==> config.mk <==
export PLATFORM = sky130hd
export DESIGN_NAME = atd_top
export DESIGN_NICKNAME = d
export VERILOG_FILES = /design/src/include/atd_pkg.sv /design/src/design/atd_decode.sv /design/src/design/atd_top.sv
export SDC_FILE = /design/constraint.sdc
export NUM_CORES = 1
export LEC_CHECK = 0
export ABC_AREA = 1
export BUFFER_PORTS_ARGS = -buffer_cell sky130_fd_sc_hd__buf_2
export CORE_UTILIZATION = 30
export CTS_CLUSTER_DIAMETER = 40
export CTS_CLUSTER_SIZE = 30
export DETAILED_ROUTE_END_ITERATION = 16
export MAX_ROUTING_LAYER = met4
export PLACE_DENSITY = 0.51
export SLEW_MARGIN = 25
export SYNTH_ARGS = -nofsm -noshare
export SYNTH_HDL_FRONTEND = slang
export SYNTH_SLANG_ARGS = --single-unit
==> constraint.sdc <==
create_clock -name clk_sys -period 1.4 [get_ports clk_sys]
set_clock_uncertainty 0.15 [all_clocks]
set_input_delay 0.14 -clock clk_sys [delete_from_list [all_inputs] [get_ports clk_sys]]
set_output_delay 0.14 -clock clk_sys [all_outputs]
set_load 0.02 [all_outputs]
==> src/include/atd_pkg.sv <==
`default_nettype none
package atd_pkg;

  localparam int          ATD_IW       = 10;
  localparam int          ATD_DW       = 4;
  localparam int          ATD_NUM_DST  = 6;

  localparam logic [9:0]  ATD_OP_IRQ2  = 10'h03E;
  localparam logic [9:0]  ATD_OP_TMR1  = 10'h20E;
  localparam logic [9:0]  ATD_OP_TMR2  = 10'h20F;
  localparam logic [9:0]  ATD_OP_TMR5  = 10'h212;
  localparam logic [9:0]  ATD_OP_TMR6  = 10'h213;
  localparam logic [9:0]  ATD_OP_YPTR  = 10'h00C;

  localparam int          ATD_IX_IRQ2  = 0;
  localparam int          ATD_IX_TMR1  = 1;
  localparam int          ATD_IX_TMR2  = 2;
  localparam int          ATD_IX_TMR5  = 3;
  localparam int          ATD_IX_TMR6  = 4;
  localparam int          ATD_IX_YPTR  = 5;

  localparam logic [3:0]  ATD_RST_VAL  = 4'h0;
  localparam int          ATD_LOAD_LAT = 1;

  typedef logic [ATD_NUM_DST-1:0] atd_sel_t;

  function automatic atd_sel_t atd_match(input logic [9:0] word, input logic [9:0] op_tmr5);
    atd_sel_t sel;
    sel              = '0;
    sel[ATD_IX_IRQ2] = (word == ATD_OP_IRQ2);
    sel[ATD_IX_TMR1] = (word == ATD_OP_TMR1);
    sel[ATD_IX_TMR2] = (word == ATD_OP_TMR2);
    sel[ATD_IX_TMR5] = (word == op_tmr5);
    sel[ATD_IX_TMR6] = (word == ATD_OP_TMR6);
    sel[ATD_IX_YPTR] = (word == ATD_OP_YPTR);
    return sel;
  endfunction : atd_match

endpackage : atd_pkg
`default_nettype wire

==> src/design/atd_decode.sv <==
`timescale 1ns/1ps
`default_nettype none
module atd_decode
  import atd_pkg::*;
#(
  parameter logic [9:0] P_OP_TMR5 = ATD_OP_TMR5
) (
  // Instruction.
  input  wire logic [ATD_IW-1:0] instr_word,
  input  wire logic              instr_exec,
  // Decoded destination.
  output atd_sel_t               dst_sel,
  output logic                   xfer_hit
);

  // A word only selects a destination in the cycle it executes.
  always_comb begin
    dst_sel  = instr_exec ? atd_match(instr_word, P_OP_TMR5) : '0;
    xfer_hit = |dst_sel;
  end

endmodule : atd_decode
`default_nettype wire

==> src/design/atd_top.sv <==
// Contract
// - Executing the accumulator-to-interrupt-control-2 transfer loads that register with the accumulator.
// - Word 1000001110 loads timer control register one from the accumulator in one cycle, no carry change, no skip.
// - Word 1000001111 loads timer control register two from the accumulator in one cycle, no carry change, no skip.
// - A dedicated word loads timer control register five from the accumulator in one cycle, no carry change, no skip.
// - A dedicated word loads timer control register six from the accumulator in one cycle, no carry change, no skip.
// - Word 0000001100 loads the Y pointer from the accumulator in one cycle, no carry change, no skip.
`timescale 1ns/1ps
`default_nettype none
module atd_top
  import atd_pkg::*;
#(
  parameter logic [9:0] P_OP_TMR5 = ATD_OP_TMR5
) (
  // Clock and reset.
  input  wire logic              clk_sys,
  input  wire logic              rst,
  // Instruction path.
  input  wire logic [ATD_IW-1:0] instr_word,
  input  wire logic              instr_exec,
  input  wire logic [ATD_DW-1:0] acc_in,
  // Destination registers.
  output logic [ATD_DW-1:0]      irq_ctrl_reg2,
  output logic [ATD_DW-1:0]      tmr_ctrl_reg1,
  output logic [ATD_DW-1:0]      tmr_ctrl_reg2,
  output logic [ATD_DW-1:0]      tmr_ctrl_reg5,
  output logic [ATD_DW-1:0]      tmr_ctrl_reg6,
  output logic [ATD_DW-1:0]      y_pointer,
  // Core side effects.
  output logic                   xfer_claim,
  output logic                   acc_wr_en,
  output logic                   carry_flag_wr_en,
  output logic                   skip_next
);

  // The fifth timer opcode must not shadow any other transfer of the group.
  if (P_OP_TMR5 == ATD_OP_IRQ2 || P_OP_TMR5 == ATD_OP_TMR1 || P_OP_TMR5 == ATD_OP_TMR2 ||
      P_OP_TMR5 == ATD_OP_TMR6 || P_OP_TMR5 == ATD_OP_YPTR) begin : g_bad_op
    $error("P_OP_TMR5 collides with another transfer opcode");
  end

  // The decoder compares whole 10-bit words and every destination loads in a single cycle.
  if (ATD_IW != 10) begin : g_bad_iw
    $error("instruction width must be 10 bits");
  end

  if (ATD_LOAD_LAT != 1) begin : g_bad_lat
    $error("destinations can only load one cycle after the transfer");
  end

  if (ATD_NUM_DST != 6) begin : g_bad_num
    $error("the group has exactly six destinations");
  end

  atd_sel_t            dst_sel;
  logic                xfer_hit;
  logic [ATD_DW-1:0]   dst_r [ATD_NUM_DST];
  logic                xfer_claim_r;

  atd_decode #(
    .P_OP_TMR5  (P_OP_TMR5)
  ) u_decode (
    .instr_word (instr_word),
    .instr_exec (instr_exec),
    .dst_sel    (dst_sel),
    .xfer_hit   (xfer_hit)
  );

  // Each destination loads only when its own transfer executes, takes ATD_RST_VAL while rst is high, and holds otherwise.
  for (genvar i = 0; i < ATD_NUM_DST; i++) begin : g_dst
    always_ff @(posedge clk_sys) begin
      if (rst) begin
        dst_r[i] <= ATD_RST_VAL;
      end else if (dst_sel[i]) begin
        dst_r[i] <= acc_in;
      end
    end
  end

  always_ff @(posedge clk_sys) begin
    if (rst) begin
      xfer_claim_r <= 1'b0;
    end else begin
      xfer_claim_r <= xfer_hit;
    end
  end

  assign irq_ctrl_reg2 = dst_r[ATD_IX_IRQ2];
  assign tmr_ctrl_reg1 = dst_r[ATD_IX_TMR1];
  assign tmr_ctrl_reg2 = dst_r[ATD_IX_TMR2];
  assign tmr_ctrl_reg5 = dst_r[ATD_IX_TMR5];
  assign tmr_ctrl_reg6 = dst_r[ATD_IX_TMR6];
  assign y_pointer     = dst_r[ATD_IX_YPTR];
  assign xfer_claim    = xfer_claim_r;

  // None of these transfers writes the accumulator, touches carry or requests a skip.
  assign acc_wr_en        = 1'b0;
  assign carry_flag_wr_en = 1'b0;
  assign skip_next        = 1'b0;
endmodule : atd_top
`default_nettype wire

Word level (Yosys, flattened, before mapping)
Memories as Yosys holds them, arrays and structs flattened.
Cells that the tools add are included.
{"block": "word_totals", "regBits": 1, "ram_bits": 24, "in_bits": 17, "output_inout_bits": 28, "word_cells": 42, "n_memories": 1}
{"block": "classes", "n_eq_ne": 6, "muxes": 27, "n_bitwise": 6, "reduce_logical": 1}
{"memory": "dst_r", "words": 6, "word_bits": 4, "read_ports": 6, "rd_clocked_by_memory_dff": 0, "wr": 6, "line_no": "atd_top.sv:57", "rtl": "logic [ATD_DW-1:0] dst_r [ATD_NUM_DST];"}
{"cell": "$eq 10x10->1 const B", "n": 4}
{"cell": "$mux 4", "n": 6}
{"cell": "$mux 1", "n": 20}
{"cell": "$eq 10x4->1 const B", "n": 1}
{"cell": "$eq 10x6->1 const B", "n": 1}
{"cell": "$mux 6", "n": 1}
{"cell": "$or 1x1->1", "n": 6}
{"cell": "$reduce_or 6->1", "n": 1}

Depth between registers and ports, before layout
{"block": "depth", "ltp_word": 6, "ltp_mapped": 7, "mapped_depth_nobuf": 7}

By module
Synthesis repeated with hierarchy kept, for this count alone.
{"block": "unflattened", "hier_cells": 128, "hier_area_um2": 1198.6}
{"mod": "atd_top", "instances": 1, "cells_per_inst": 72, "area_each_um2": 943.4, "seq_area_each_um2": 740.7}
{"mod": "atd_decode", "instances": 1, "cells_per_inst": 56, "area_each_um2": 255.2, "seq_area_each_um2": 0.0}

Worst setup path after synthesis
Ideal clock, no wire load.
{"block": "synth_timing", "path_type": "input-to-reg", "startpoint": "input port instr_word[8]", "endpoint": "memory dst_r[1][0], enable pin", "setup_time_ns": 0.297, "arrival_ns": 0.719, "setup_slack_ns": 0.233, "path_stages": 4, "path_buffers": 0, "cell_sequence": "inv_1 > nand3_1 > nor4_2 > or2_2"}
{"item": "start: declaration", "line_no": "atd_top.sv:19", "rtl": "input wire logic [ATD_IW-1:0] instr_word,"}
{"item": "end: declaration", "line_no": "atd_top.sv:57"}

==> run metrics <==
period utilization=0.802; IO Port Bufs=41; worst setup path startpoint=instr_word[5]; startpoint types=input port; RSZ-0062 raised after global routing=no; met2 WL=between 1 and 1.5 mm; share of the synthesized area in the top cell type=0.633; Slowest cell on crit path=nor2_1; die area=between 0.004 and 0.005 sq mm; count leader, synth=nor2_1; Core Rows=22; setup bufs post-CTS=0; Avg Cell Area, Syn=between 9 and 10 sq um; CTS tree=done; share of cells above drive strength 1=0.323; WP depth=6; Setup CP Type=in -> reg; total gr overflow=0; number of placed I/O pins=45; Wirelength per Cell=roughly 11 microns; VDD IR max=approximately 350 uV; pwr/cell area=roughly 1000 mW/mm^2; Tot GR Track Use=0.133; setup violators final=0; top post-synthesis cells by area=edfxtp_1, nor2_1, nand2_1; largest net degree at the start of global routing=14; Die Wd=between 60 and 70 microns; CP Max Fanout=4; fin crit period=~1.1 ns; initial antenna violation count=0; ys async rst share=0; diode count=0; Vias per Instance=between 4 and 5; fmax=890 MHz; top cells by count, synth=nor2_1, edfxtp_1, nand2_1; Slew Limit Fails=0; CP dominant cell by count=nand2_1; final instance area=~0.0015 sq mm; CTS Buffer Depth=2; Hold WC Path Type=in -> reg; flops & latches, synth=25; FF+latch area=between 700 and 800 sq um; Static Leakage=0.671 nW; final hold viol count=0; crit-path cells=buf_2, inv_1, nand2_1, nor2_1, nand3_1, nand2_1; Post-DP HPWL=1.90 mm; outcome=finished, final reports clean; CP bufs+invs=2; CP peak stage delay=~0.22 ns; DRC viols=0; first-pass GRT wire length=around 4.0 mm; Worst Setup EP=dst_r[3][3]; met3 wire length=around 160 microns; total power=1.45 mW; CP endpoint kind=register; Synth area leader=edfxtp_1; Die Y=around 64 microns; post-synthesis sequential area ratio=0.651; # hold bufs at CTS=1; max layer used=met4; EDFF count, synth=24; fill count=379; Root Driver=clkbuf_8; NumNets Final=179; Routed Wire Length=around 2.3 mm; initial drt markers=23; top cell family by delay on the critical path=simple AND/OR/NAND/NOR gates; Fin Setup TNS=0 ns; via count=around 900; dominant register cell in the synthesized netlist=edfxtp_1; CTS HTree Levels=1; clk slew on worst S/H paths=~0.08 ns; Critical Path AT=0.93 ns; Core Box Area=0.00366 sq mm; area of the multi-input gates=roughly 320 sq um; remaining antenna violation count=0; Synth-to-Final Area Change=28.1%; Mapped Area=~0.0011 sq mm; hold_ws=roughly 0.12 ns; # clock sinks=25; initial core utilization=0.311; number of global-route vias before repair=between 800 and 900; met1 wire length=between 1 and 1.5 mm; YS warnings=0; Gate Count Post-Synth=about 110; drt first pass iters=4; synth unique cells=17; cells resized by post-CTS repair=0; number of max-cap violations=0; Area after DPL=0.00140 sq mm; GP Congestion=~0.75; CP required=roughly 1.2 ns; CTS buffer count=3
per-stage QoR:
| stage | util | setup WS (ns) | std cells |
|---|---|---|---|
| 4_1_cts | 0.398 | 0.287 | 209 |
| 2_1_floorplan | - | 0.233 | 116 |
| 3_3_place_gp | 0.383 | 0.0232 | 204 |
| 3_5_place_dp | 0.383 | 0.00697 | 204 |
| 6_report | 0.398 | 0.277 | 209 |
| 5_1_grt | 0.398 | 0.187 | 209 |
kinds of logic (layout without fill, tap and decap cells):
kind of cell    after synthesis  count (layout)  synth area share
compound gates                2               2            0.0110
buf+inv                      19              64            0.0725
flops                        25              25             0.651
other cells                   1               3           0.00329
simple gates                 67              67             0.263
sequential cells by signal (all words and copies together) (netlist names):
| register | cells |
|---|---|
| dst_r | 24 |
| xfer_claim | 1 |
cells in the final DEF (no fill, tap or decap), types with 2 or more instances in the layout:
cell type / count
inv_1: 15
nand3_1: 6
buf_4: 2
nand4_1: 4
nor2_1: 34
conb_1: 3
clkbuf_8: 3
nand2_1: 16
nor4_2: 2
buf_2: 41
edfxtp_1: 24
or2_2: 2
final cells by class:
type | instances | share of cell area
flip-flops and latches | 25 | 0.508
repair buffers | 44 | 0.158
well taps | 48 | 0.0412
clock buffers | 4 | 0.0309
multi-input cells | 72 | 0.221
inverters | 16 | 0.0412
where the power goes:
| part | switching [mW] | internal [mW] |
|---|---|---|
| Combinational | 0.132 | 0.0576 |
| Sequential | 0.00834 | 0.851 |
| Clock | 0.203 | 0.203 |
metal layers:
layer	vias up	track usage
li1	459	-
met1	390	0.182
met4	0	0.0682
met5	-	-
met2	44	0.190
met3	4	0.0181
how the worst min path moves through the flow:
stage,startpoint,end,slack [ns],depth (start not counted)
2_1_floorplan,rst,xfer_claim,0.06,1
3_3_place_gp,rst,xfer_claim,0.20,2
3_5_place_dp,rst,xfer_claim,0.20,2
4_1_cts,rst,dst_r[2][1],0.12,2
5_1_grt,rst,dst_r[2][3],0.13,2
6_report,rst,dst_r[2][1],0.12,2
(Power assumes the default switching activity.)
